## config.mk

```make
export PLATFORM = sky130hd
export DESIGN_NAME = cofp_parser
export DESIGN_NICKNAME = d
export VERILOG_FILES = /design/src/rtl/cofp_pkg.sv /design/src/rtl/cofp_buf2.sv /design/src/rtl/cofp_swout.sv /design/src/rtl/cofp_parser.sv
export SDC_FILE = /design/constraint.sdc
export NUM_CORES = 1
export LEC_CHECK = 0
export BUFFER_PORTS_ARGS = -buffer_cell sky130_fd_sc_hd__buf_4
export CAP_MARGIN = 20
export CORE_MARGIN = 10
export CORE_UTILIZATION = 45
export DETAILED_ROUTE_END_ITERATION = 8
export GPL_TIMING_DRIVEN = 0
export PLACE_DENSITY = 0.66
export SYNTH_ARGS = -nofsm -noshare
export SYNTH_HDL_FRONTEND = slang
export SYNTH_SLANG_ARGS = --single-unit
```

## constraint.sdc

```tcl
create_clock -name CLK -period 5.1 [get_ports CLK]
set_input_delay 1.02 -clock CLK [delete_from_list [all_inputs] [get_ports CLK]]
set_output_delay 1.02 -clock CLK [all_outputs]
set_load 0.05 [all_outputs]
```

## src/rtl/cofp_pkg.sv

```systemverilog
// constants for the cyclic output frame parser
package cofp_pkg;
	// frame variants
	localparam logic VAR_120 = 1'b0;
	localparam logic VAR_121 = 1'b1;
	// frame lengths in bytes
	localparam logic [8:0] MAX_LEN_120 = 9'd263;
	localparam logic [8:0] MAX_LEN_121 = 9'd262;
	// byte positions, first variant
	localparam logic [8:0] B120_SWOUT   = 9'd1;
	localparam logic [8:0] B120_FRAGNUM = 9'd2;
	localparam logic [8:0] B120_FRAGREM = 9'd3;
	localparam logic [8:0] B120_FRAGSZ  = 9'd4;
	localparam logic [8:0] B120_FLAGS   = 9'd5;
	localparam logic [8:0] B120_LEN_LO  = 9'd6;
	localparam logic [8:0] B120_LEN_HI  = 9'd7;
	localparam logic [8:0] B120_PAYLOAD = 9'd8;
	// byte positions, second variant
	localparam logic [8:0] B121_FRAGNUM = 9'd1;
	localparam logic [8:0] B121_FRAGREM = 9'd2;
	localparam logic [8:0] B121_FRAGSZ  = 9'd3;
	localparam logic [8:0] B121_FLAGS   = 9'd4;
	localparam logic [8:0] B121_LEN_LO  = 9'd5;
	localparam logic [8:0] B121_LEN_HI  = 9'd6;
	localparam logic [8:0] B121_PAYLOAD = 9'd7;
	localparam logic [8:0] B_CTRL       = 9'd0;
	// control byte fields
	localparam int CB_ACT     = 0;
	localparam int CB_DACK    = 1;
	localparam int CB_DRESET  = 2;
	localparam int CB_ERRACK  = 3;
	localparam int CB_STANDBY = 4;
	// flag byte fields
	localparam int FB_NEWDATA  = 0;
	localparam int FB_NEWENTRY = 1;
	// input frame result offset
	localparam logic [8:0] IN_RESULT_OFS = 9'd11;
	// register word offsets (byte addresses)
	localparam logic [7:0] REG_CTRL   = 8'h00;
	localparam logic [7:0] REG_STATUS = 8'h04;
	localparam logic [7:0] REG_FRAG   = 8'h08;
	localparam logic [7:0] REG_ENTRY  = 8'h0c;
	localparam logic [7:0] REG_RESULT = 8'h10;
	localparam logic [7:0] REG_ENTCNT = 8'h14;
	// register fields
	localparam int CTRL_VAR    = 0;
	localparam int CTRL_EXT_LO = 4;
	localparam int STAT_OVR    = 16;
	// reset values
	localparam logic [31:0] CTRL_RESET   = 32'h0000_0000;
	localparam logic [7:0]  RESULT_RESET = 8'h00;
endpackage

```

## src/rtl/cofp_buf2.sv

```systemverilog
// two-entry buffer with registered valid and ready
`timescale 1ns/100ps
module cofp_buf2 #(
	parameter int WIDTH = 9
) (
	input  wire logic             CLK,
	input  wire logic             RST,
	input  wire logic             in_valid,
	output logic                  in_ready,
	input  wire logic [WIDTH-1:0] in_data,
	output logic                  out_valid,
	input  wire logic             out_ready,
	output logic      [WIDTH-1:0] out_data
);
	logic [WIDTH-1:0] head_q;
	logic [WIDTH-1:0] tail_q;
	logic             head_v_q;
	logic             tail_v_q;
	logic             in_rdy_q;
	logic             push;
	logic             pop;

	assign push      = in_valid && !tail_v_q;
	assign pop       = head_v_q && out_ready;
	// ready has its own flop, always the inverse of tail_v_q
	assign in_ready  = in_rdy_q;
	assign out_valid = head_v_q;
	assign out_data  = head_q;

	always_ff @(posedge CLK) begin
		if (RST) begin
			head_v_q <= 1'b0;
			tail_v_q <= 1'b0;
			in_rdy_q <= 1'b1;
			head_q   <= '0;
			tail_q   <= '0;
		end else if (pop) begin
			if (tail_v_q) begin
				head_q   <= tail_q;
				tail_v_q <= 1'b0;
				in_rdy_q <= 1'b1;
			end else if (push) begin
				head_q <= in_data;
			end else begin
				head_v_q <= 1'b0;
			end
		end else if (push) begin
			if (!head_v_q) begin
				head_q   <= in_data;
				head_v_q <= 1'b1;
			end else begin
				tail_q   <= in_data;
				tail_v_q <= 1'b1;
				in_rdy_q <= 1'b0;
			end
		end
	end

	// a stalled word must hold still
	hold_head_a: assert property (@(posedge CLK) disable iff (RST)
		head_v_q && !out_ready |=> head_v_q && $stable(head_q))
		else $error("buffer head changed while stalled");
endmodule

```

## src/rtl/cofp_swout.sv

```systemverilog
// switching output drive and event counter reset pulses
`timescale 1ns/100ps
module cofp_swout #(
	parameter int NOUT = 4
) (
	input  wire logic            CLK,
	input  wire logic            RST,
	input  wire logic            strobe,
	input  wire logic [7:0]      data,
	input  wire logic [NOUT-1:0] ext_en,
	output logic      [NOUT-1:0] drive,
	output logic      [NOUT-1:0] cnt_rst
);
	logic [NOUT-1:0] act_q;

	genvar g;
	generate
		for (g = 0; g < NOUT; g++) begin : g_out
			// even bit activates, odd bit resets the counter
			always_ff @(posedge CLK) begin
				if (RST) begin
					act_q[g]   <= 1'b0;
					drive[g]   <= 1'b0;
					cnt_rst[g] <= 1'b0;
				end else begin
					cnt_rst[g] <= strobe && data[2*g+1];
					if (strobe) begin
						act_q[g] <= data[2*g];
					end
					// masked, not lost: the bit returns once re-enabled
					drive[g] <= ext_en[g]
						&& (strobe ? data[2*g] : act_q[g]);
				end
			end
		end
	endgenerate

	// not external event means the output stays low
	drive_gate_a: assert property (@(posedge CLK) disable iff (RST)
		!ext_en[0] |=> !drive[0])
		else $error("switching output driven without external event");
endmodule

```

## src/rtl/cofp_parser.sv

```systemverilog
// cyclic output frame parser with Avalon-MM register slave
`timescale 1ns/100ps
// Summary of operation
// controller sends variant 120 frames of 1 to 263 bytes
// byte 0: activation, data ack, data reset, error ack, standby
// variant 120 byte 1: per output, even bit activates, odd resets counter
// switching output follows its bit only when set as external event
// variant 120 bytes 2-4 fragment fields, byte 5 bit 0 new data
// variant 120 entry length: byte 6 low, byte 7 high
// variant 120 payload from byte 8 to byte 262
// one-byte frame carries control only; two bytes add output bits
// variant 121: 1 to 262 bytes, fragment fields in bytes 1-3
// variant 121: flags byte 4, length bytes 5-6, payload from 7
// input frame result data start at byte 11
// each level change of new-entry toggle is one fresh entry
module cofp_parser (
	input  wire logic        CLK,
	input  wire logic        RST,
	// Avalon-MM slave
	input  wire logic [7:0]  AVS_ADDRESS,
	input  wire logic        AVS_READ,
	input  wire logic        AVS_WRITE,
	input  wire logic [31:0] AVS_WRITEDATA,
	input  wire logic [3:0]  AVS_BYTEENABLE,
	output logic      [31:0] AVS_READDATA,
	output logic             AVS_WAITREQUEST,
	// incoming frame bytes
	input  wire logic        FRM_VALID,
	output logic             FRM_READY,
	input  wire logic [7:0]  FRM_DATA,
	input  wire logic        FRM_LAST,
	// entry payload
	output logic             PAY_VALID,
	input  wire logic        PAY_READY,
	output logic      [7:0]  PAY_DATA,
	output logic             PAY_LAST,
	// decoded control bits
	output logic             CTL_ACTIVATE,
	output logic             CTL_DATA_ACK,
	output logic             CTL_DATA_RESET,
	output logic             CTL_ERROR_ACK,
	output logic             CTL_STANDBY,
	output logic             NEW_DATA,
	output logic             NEW_ENTRY,
	output logic      [3:0]  SW_OUT,
	output logic      [3:0]  SW_CNT_RST
);
	logic [31:0] ctrl_q;
	logic [7:0]  result_len_q;
	logic        wait_q;
	logic [31:0] rdata_q;
	logic [31:0] rdata_d;
	logic        var_q;
	logic        var_now;
	logic [8:0]  idx_q;
	logic        acc;
	logic [8:0]  max_len;
	logic [8:0]  pay_ofs;
	logic        in_range;
	logic        is_payload;
	logic [7:0]  frag_num_q;
	logic [7:0]  frag_rem_q;
	logic [7:0]  frag_size_q;
	logic [15:0] entry_len_q;
	logic [8:0]  last_len_q;
	logic        toggle_q;
	logic [15:0] entry_cnt_q;
	logic        overrun_q;
	logic        ovr_set;
	logic        ovr_clr;
	logic        sw_strobe;
	logic        fresh_entry;
	logic        wr_go;
	logic [8:0]  buf_out;

	// frame byte handshake
	assign acc     = FRM_VALID && FRM_READY;
	assign var_now = (idx_q == cofp_pkg::B_CTRL) ? ctrl_q[cofp_pkg::CTRL_VAR]
		: var_q;
	assign max_len = (var_now == cofp_pkg::VAR_120) ? cofp_pkg::MAX_LEN_120
		: cofp_pkg::MAX_LEN_121;
	assign pay_ofs = (var_now == cofp_pkg::VAR_120) ? cofp_pkg::B120_PAYLOAD
		: cofp_pkg::B121_PAYLOAD;
	assign in_range   = idx_q < max_len;
	assign is_payload = in_range && (idx_q >= pay_ofs);

	// variant is latched at each frame's first byte
	always_ff @(posedge CLK) begin
		if (RST) begin
			var_q <= cofp_pkg::VAR_120;
		end else if (acc && idx_q == cofp_pkg::B_CTRL) begin
			var_q <= ctrl_q[cofp_pkg::CTRL_VAR];
		end
	end

	// byte position within the frame
	always_ff @(posedge CLK) begin
		if (RST) begin
			idx_q <= '0;
		end else if (acc) begin
			if (FRM_LAST) begin
				idx_q <= '0;
			end else if (idx_q != 9'h1ff) begin
				idx_q <= idx_q + 9'h001;
			end
		end
	end

	// frame length of the last complete frame
	always_ff @(posedge CLK) begin
		if (RST) begin
			last_len_q <= '0;
		end else if (acc && FRM_LAST) begin
			last_len_q <= idx_q + 9'h001;
		end
	end

	// control byte, both variants
	always_ff @(posedge CLK) begin
		if (RST) begin
			CTL_ACTIVATE   <= 1'b0;
			CTL_DATA_ACK   <= 1'b0;
			CTL_DATA_RESET <= 1'b0;
			CTL_ERROR_ACK  <= 1'b0;
			CTL_STANDBY    <= 1'b0;
		end else if (acc && idx_q == cofp_pkg::B_CTRL) begin
			CTL_ACTIVATE   <= FRM_DATA[cofp_pkg::CB_ACT];
			CTL_DATA_ACK   <= FRM_DATA[cofp_pkg::CB_DACK];
			CTL_DATA_RESET <= FRM_DATA[cofp_pkg::CB_DRESET];
			CTL_ERROR_ACK  <= FRM_DATA[cofp_pkg::CB_ERRACK];
			CTL_STANDBY    <= FRM_DATA[cofp_pkg::CB_STANDBY];
		end
	end

	// output byte exists only in the first variant, only if sent
	assign sw_strobe = acc && var_q == cofp_pkg::VAR_120
		&& idx_q == cofp_pkg::B120_SWOUT;

	cofp_swout #(
		.NOUT(4)
	) u_swout (
		.CLK    (CLK),
		.RST    (RST),
		.strobe (sw_strobe),
		.data   (FRM_DATA),
		.ext_en (ctrl_q[cofp_pkg::CTRL_EXT_LO +: 4]),
		.drive  (SW_OUT),
		.cnt_rst(SW_CNT_RST)
	);

	// fragment fields and entry length; short frames leave them alone
	always_ff @(posedge CLK) begin
		if (RST) begin
			frag_num_q  <= '0;
			frag_rem_q  <= '0;
			frag_size_q <= '0;
			entry_len_q <= '0;
			NEW_DATA    <= 1'b0;
		end else if (acc && var_q == cofp_pkg::VAR_120) begin
			case (idx_q)
			cofp_pkg::B120_FRAGNUM: frag_num_q  <= FRM_DATA;
			cofp_pkg::B120_FRAGREM: frag_rem_q  <= FRM_DATA;
			cofp_pkg::B120_FRAGSZ:  frag_size_q <= FRM_DATA;
			cofp_pkg::B120_FLAGS: begin
				NEW_DATA <= FRM_DATA[cofp_pkg::FB_NEWDATA];
			end
			cofp_pkg::B120_LEN_LO: entry_len_q[7:0]  <= FRM_DATA;
			cofp_pkg::B120_LEN_HI: entry_len_q[15:8] <= FRM_DATA;
			default: begin
			end
			endcase
		end else if (acc && var_q == cofp_pkg::VAR_121) begin
			case (idx_q)
			cofp_pkg::B121_FRAGNUM: frag_num_q  <= FRM_DATA;
			cofp_pkg::B121_FRAGREM: frag_rem_q  <= FRM_DATA;
			cofp_pkg::B121_FRAGSZ:  frag_size_q <= FRM_DATA;
			cofp_pkg::B121_FLAGS: begin
				NEW_DATA <= FRM_DATA[cofp_pkg::FB_NEWDATA];
			end
			cofp_pkg::B121_LEN_LO: entry_len_q[7:0]  <= FRM_DATA;
			cofp_pkg::B121_LEN_HI: entry_len_q[15:8] <= FRM_DATA;
			default: begin
			end
			endcase
		end
	end

	// new-entry toggle: act once per level change
	assign fresh_entry = acc && var_q == cofp_pkg::VAR_121
		&& idx_q == cofp_pkg::B121_FLAGS
		&& FRM_DATA[cofp_pkg::FB_NEWENTRY] != toggle_q;

	always_ff @(posedge CLK) begin
		if (RST) begin
			toggle_q    <= 1'b0;
			entry_cnt_q <= '0;
			NEW_ENTRY   <= 1'b0;
		end else begin
			NEW_ENTRY <= fresh_entry;
			if (fresh_entry) begin
				toggle_q    <= FRM_DATA[cofp_pkg::FB_NEWENTRY];
				entry_cnt_q <= entry_cnt_q + 16'h0001;
			end
		end
	end

	// bytes past the longest frame are dropped and flagged
	assign ovr_set = acc && !in_range;
	assign ovr_clr = wr_go && AVS_ADDRESS == cofp_pkg::REG_STATUS
		&& AVS_BYTEENABLE[2] && AVS_WRITEDATA[cofp_pkg::STAT_OVR];

	always_ff @(posedge CLK) begin
		if (RST) begin
			overrun_q <= 1'b0;
		end else if (ovr_set) begin
			overrun_q <= 1'b1; // set wins over a clear in the same cycle
		end else if (ovr_clr) begin
			overrun_q <= 1'b0;
		end
	end

	// payload path; a stalled receiver stalls the frame source
	cofp_buf2 #(
		.WIDTH(9)
	) u_buf (
		.CLK      (CLK),
		.RST      (RST),
		.in_valid (FRM_VALID && is_payload),
		.in_ready (FRM_READY),
		.in_data  ({FRM_LAST || idx_q == max_len - 9'h001, FRM_DATA}),
		.out_valid(PAY_VALID),
		.out_ready(PAY_READY),
		.out_data (buf_out)
	);
	assign PAY_DATA = buf_out[7:0];
	assign PAY_LAST = buf_out[8];

	// bus slave: one wait cycle, then the answer
	assign wr_go = AVS_WRITE && !wait_q;

	always_ff @(posedge CLK) begin
		if (RST) begin
			wait_q <= 1'b1;
		end else if ((AVS_READ || AVS_WRITE) && wait_q) begin
			wait_q <= 1'b0;
		end else begin
			wait_q <= 1'b1;
		end
	end
	assign AVS_WAITREQUEST = wait_q;

	always_ff @(posedge CLK) begin
		if (RST) begin
			ctrl_q       <= cofp_pkg::CTRL_RESET;
			result_len_q <= cofp_pkg::RESULT_RESET;
		end else if (wr_go) begin
			if (AVS_ADDRESS == cofp_pkg::REG_CTRL) begin
				if (AVS_BYTEENABLE[0]) begin
					ctrl_q[7:0] <= AVS_WRITEDATA[7:0];
				end
			end else if (AVS_ADDRESS == cofp_pkg::REG_RESULT) begin
				if (AVS_BYTEENABLE[0]) begin
					result_len_q <= AVS_WRITEDATA[7:0];
				end
			end
		end
	end

	always_comb begin
		rdata_d = 32'h0000_0000;
		case (AVS_ADDRESS)
		cofp_pkg::REG_CTRL: rdata_d = {24'h00_0000, ctrl_q[7:0]};
		cofp_pkg::REG_STATUS: rdata_d = {15'h0000, overrun_q, 6'h00,
			toggle_q, NEW_DATA, 3'h0, CTL_STANDBY, CTL_ERROR_ACK,
			CTL_DATA_RESET, CTL_DATA_ACK, CTL_ACTIVATE};
		cofp_pkg::REG_FRAG: rdata_d = {8'h00, frag_size_q, frag_rem_q,
			frag_num_q};
		cofp_pkg::REG_ENTRY: rdata_d = {7'h00, last_len_q, entry_len_q};
		// input frame length is the result offset plus the result length
		cofp_pkg::REG_RESULT: rdata_d = {7'h00,
			cofp_pkg::IN_RESULT_OFS + {1'b0, result_len_q}, 7'h00,
			cofp_pkg::IN_RESULT_OFS};
		cofp_pkg::REG_ENTCNT: rdata_d = {16'h0000, entry_cnt_q};
		default: rdata_d = 32'h0000_0000;
		endcase
	end

	always_ff @(posedge CLK) begin
		if (RST) begin
			rdata_q <= '0;
		end else if (AVS_READ && wait_q) begin
			rdata_q <= rdata_d;
		end
	end
	assign AVS_READDATA = rdata_q;

	// control bits follow byte 0 at the next edge
	ctrl_decode_a: assert property (@(posedge CLK) disable iff (RST)
		acc && idx_q == cofp_pkg::B_CTRL |=>
		CTL_ACTIVATE == $past(FRM_DATA[0])
		&& CTL_STANDBY == $past(FRM_DATA[4]))
		else $error("control byte decoded wrongly");

	// counter reset pulses follow the odd bits of byte 1
	swout_var_a: assert property (@(posedge CLK) disable iff (RST)
		sw_strobe |=> SW_CNT_RST == {$past(FRM_DATA[7]),
		$past(FRM_DATA[5]), $past(FRM_DATA[3]), $past(FRM_DATA[1])})
		else $error("output byte taken at wrong place");

	// first variant length byte 7 lands in the high half
	len_120_a: assert property (@(posedge CLK) disable iff (RST)
		acc && var_q == cofp_pkg::VAR_120 && idx_q == 9'd7 |=>
		entry_len_q[15:8] == $past(FRM_DATA))
		else $error("entry length high byte misplaced");

	// second variant flags byte sets the new data flag
	flags_121_a: assert property (@(posedge CLK) disable iff (RST)
		acc && var_q == cofp_pkg::VAR_121 && idx_q == 9'd4 |=>
		NEW_DATA == $past(FRM_DATA[0]))
		else $error("new data flag misread");

	// fragment number at byte 2 in the first variant
	frag_120_a: assert property (@(posedge CLK) disable iff (RST)
		acc && var_q == cofp_pkg::VAR_120 && idx_q == 9'd2 |=>
		frag_num_q == $past(FRM_DATA))
		else $error("fragment number misread");

	// first variant header bytes never reach the payload
	pay_start_a: assert property (@(posedge CLK) disable iff (RST)
		FRM_VALID && var_now == cofp_pkg::VAR_120 && idx_q < 9'd8
		|-> !is_payload)
		else $error("header byte sent as payload");

	// toggle change pulses once, equal level never
	entry_once_a: assert property (@(posedge CLK) disable iff (RST)
		NEW_ENTRY |-> toggle_q != $past(toggle_q) ##1 !NEW_ENTRY)
		else $error("new entry pulse repeated");

	// second variant rejects byte 262 onward
	len_121_a: assert property (@(posedge CLK) disable iff (RST)
		acc && var_now == cofp_pkg::VAR_121 && idx_q >= 9'd262
		|=> overrun_q)
		else $error("overlong frame not flagged");

	// a request is answered after exactly one wait cycle
	bus_answer_a: assert property (@(posedge CLK) disable iff (RST)
		(AVS_READ || AVS_WRITE) && wait_q |=> !wait_q ##1 wait_q)
		else $error("bus answer timing wrong");
endmodule

```

==> metrics.yaml <==
cts-resized-gates: 0
ios: 118
slowest_stage: "or3b_2"
p_seq_frac: 0.456
hold_depth: 1
place_inst: 1099
status: "completed"
numCtsBuffers: 17
synth_edf_count: 0
power.leakage_uw: 0.003623
vias_per_cell: 5.566
slew_violations: 0
finalSetupViolCount: 0
yosys_most_used_dff: "dfxtp_1"
worstMarginPinSlew_ns: 0.8246
core_um2: 15830
antenna_cells: 0
clock_latency_ns: 0.43
vias: 6284
hpwl_mm: 16.09
firstDrtPassIters: 5
rsz0062_at_grt: "false"
worst_slack_ns: 1.043
internal-power_uw: 2109
synthCells: 798
initial_core_util: 0.4582
holdCritPathClass: "flop to flop"
synth_most_common_cell: "dfxtp_1"
drc_errors: 0
grt_max_degree: 17
synth_top_cell_by_area: "dfxtp_1"
async_flop_share: 0
wirelength_mm: 21.86
switching_share: 0.2491
yosysSeqAreaShare: 0.4389
worst_setup_path_start_kind: "flop"
maxCapViolCount: 0
crit-reg2reg-launch: "idx_q[4]$_SDFFE_PP0P_"
track_usage: 0.2004
holdPathEnd: "AVS_WAITREQUEST$_SDFF_PP1_"
hold_viol_final: 0
critPathCaptureType: "flop"
cts-root-buf: "clkbuf_16"
switching_power_uw: 699.8
pwr_density_cell_nw_per_um2: 322.4
clkSinkCount: 159
skew_ns: 0.008353
clk_path_buf_depth: 2
crit_type: "flop to flop"
final_nets: 972
wire_per_inst_um: 19.36
synth_warnings: 0
path_cells: "clkbuf_1 > or4_1 > buf_6 > nor4_1 > mux2i_1 > inv_1 > ha_1 > or3b_2 > nor4_1 > o21a_1 > and2_1 > o211a_1 > buf_6 > mux2_4"
tns_ns: 0
r2r_cells: 14
holdCritStartpoint: "AVS_WAITREQUEST$_SDFF_PP1_"
gp_congestion: 0.9267
ys_ff_latch: 159
relSlewSlack: 0.4503
grt_pass1_wl_mm: 34.41
ant_nets: 0
antenna_found_initial: 0
htreeDepth: 4
crit_family: "simple AND/OR/NAND/NOR gates"
die_y_um: 146.9
cp.required_ns: 5.41
cp_max_fo: 10
postCtsHoldBufs: 0
syn_area_um2: 7252
netlist-cell-type-count: 62
synthTopCellsByCount: "dfxtp_1 (159), nor2_1 (135), mux2i_1 (84), clkbuf_1 (45), nand2_1 (40)"
power.share.clock: 0.449
drive_gt1_frac: 0.1610
ir_worst_vdd_v: 0.0002430
fmax_mhz: 246.5
power_frac_comb: 0.095
synth_area_per_cell_um2: 9.088
grt-ovfl-total: 0
reg2reg_slack_ns: 1.04
arrival_ns: 4.37
fin_crit_ns: 4.057
cts.reportedPaths.clkPinSlew_ns: 0.06
fin_crit_sh: 0.7955
die_x_um: 146.9
num_rows: 46
cts_tree: "built"
area_growth_pct: 20.13
pre_cts_slack_ns: 1.081
r2r-end: "u_buf.tail_q[8]$_SDFFE_PP0P_"
synth_top_area_frac: 0.4389
portBuffers: 79
cts_setup_buffers: 0
drt-initial-drc-count: 574
grt_pass1_vias: 6074
ys_top_cells_by_area: "dfxtp_1 (44%), mux2i_1 (12%), nor2_1 (7.0%), a211oi_1 (3.0%), clkbuf_1 (2.3%)"
path_buf_inv: 4
dieArea_um2: 21590
layout.cells.non_filler: 1129
slowest_delay_ns: 0.47
routing by layer:
metal | routed length (um) | share of wire | vias to the layer above | global-route usage
li1 | - | - | 3027 | -
met1 | 9887 | 0.45 | 2987 | 0.2688
met2 | 9968 | 0.46 | 242 | 0.3125
met3 | 1625 | 0.074 | 28 | 0.04883
met4 | 376 | 0.017 | 0 | 0.05847
met5 | 0 | 0 | - | 0
worst register-to-register path: cells and delay by family, from the launching register on:
family                     cells  cell delay [ns]
AOI/OAI and AO/OA              2             0.43
and+or+nand+nor                5             1.67
adders and majority gates      1             0.31
DFF                            1             0.29
muxes                          2             0.61
buffers and inverters          4             0.63
registers in the layout, indices dropped and copies added, names as in the netlist, 4 cells and up:
name             count
idx_q                9
ctrl_q               8
u_swout.act_q        4
frag_num_q           8
u_buf.out_data       9
frag_size_q          8
AVS_READDATA        25
last_len_q           9
frag_rem_q           8
entry_len_q         16
u_buf.tail_q         9
result_len_q         8
entry_cnt_q         16
u_swout.drive        4
u_swout.cnt_rst      4
layout make-up:
class | instances | area, um2
plain buffers | 61 | 282.8
clock buffers | 24 | 491.7
clock inverters | 6 | 82.58
fillers | 1486 | 7116
inverters | 17 | 63.81
multi-input cells | 567 | 3745
flip-flops and latches | 159 | 3183
well taps | 216 | 270.3
repair buffers | 79 | 593.1
cell families after synthesis:
| group | synth area share |
|---|---|
| AO/OA/AOI/OAI | 0.1425 |
| XOR/XNOR | 0.02657 |
| adder cells (fa/ha/maj) | 0.01898 |
| buffers and inverters | 0.04779 |
| flip-flops | 0.4389 |
| multiplexers | 0.1351 |
| other | 0.0005171 |
| AND/OR/NAND/NOR | 0.1896 |
cells in the final DEF, fill, tap and decap left out, types with 4 or more instances in the layout:
cell and instances:
o21ai_0 31, nand3_1 14, conb_1 7, clkbuf_16 17
a211oi_1 29, nor3b_1 5, ha_1 11, a21oi_1 28
mux2i_1 84, inv_1 17, nand2_1 40, mux2_2 11
clkbuf_8 4, and2_1 10, o211ai_1 5, clkbuf_1 48
nor2b_1 9, a22oi_1 15, nor2_1 135, nor3_1 12
xnor2_1 19, and3_1 17, a222oi_1 7, dfxtp_1 159
a221oi_1 10, a31oi_1 4, or3_1 8, buf_4 86
nand4_1 6
power by group through the flow:
stage | clock network [uW] | registers [uW] | logic, uW
after CTS | 1270 | 1280 | 267
after global placement | 0 | 1310 | 265
after global routing | 1330 | 1280 | 287
final | 1260 | 1280 | 268
after floorplan | 0 | 1360 | 115
after detailed placement | 0 | 1310 | 266
metrics by stage:
stage / utilization / hold WS [ns] / instance area (um2) / power (uW)
finish: 0.5504 / 0.4393 / 8712 / 2809
global route: 0.5504 / 0.4674 / 8712 / 2896
CTS: 0.5504 / 0.4423 / 8712 / 2816
detailed placement: 0.5142 / 0.4287 / 8138 / 1573
global placement: 0.5142 / 0.4232 / 8138 / 1572
floorplan: - / 0.4322 / 7274 / 1474
worst max-delay path by stage:
| stage | startpoint | endpoint | depth (start not counted) |
|---|---|---|---|
| 6_report | idx_q[4]$_SDFFE_PP0P_ | u_buf.tail_q[8]$_SDFFE_PP0P_ | 14 |
| 5_1_grt | idx_q[4]$_SDFFE_PP0P_ | u_buf.tail_q[8]$_SDFFE_PP0P_ | 14 |
| 4_1_cts | idx_q[4]$_SDFFE_PP0P_ | u_buf.tail_q[8]$_SDFFE_PP0P_ | 14 |
| 3_5_place_dp | idx_q[4]$_SDFFE_PP0P_ | u_buf.tail_q[8]$_SDFFE_PP0P_ | 14 |
| 3_3_place_gp | idx_q[4]$_SDFFE_PP0P_ | u_buf.tail_q[8]$_SDFFE_PP0P_ | 14 |
| 2_1_floorplan | idx_q[5]$_SDFFE_PP0P_ | u_buf.tail_q[8]$_SDFFE_PP0P_ | 13 |
Power figures use the tool's default switching activity.
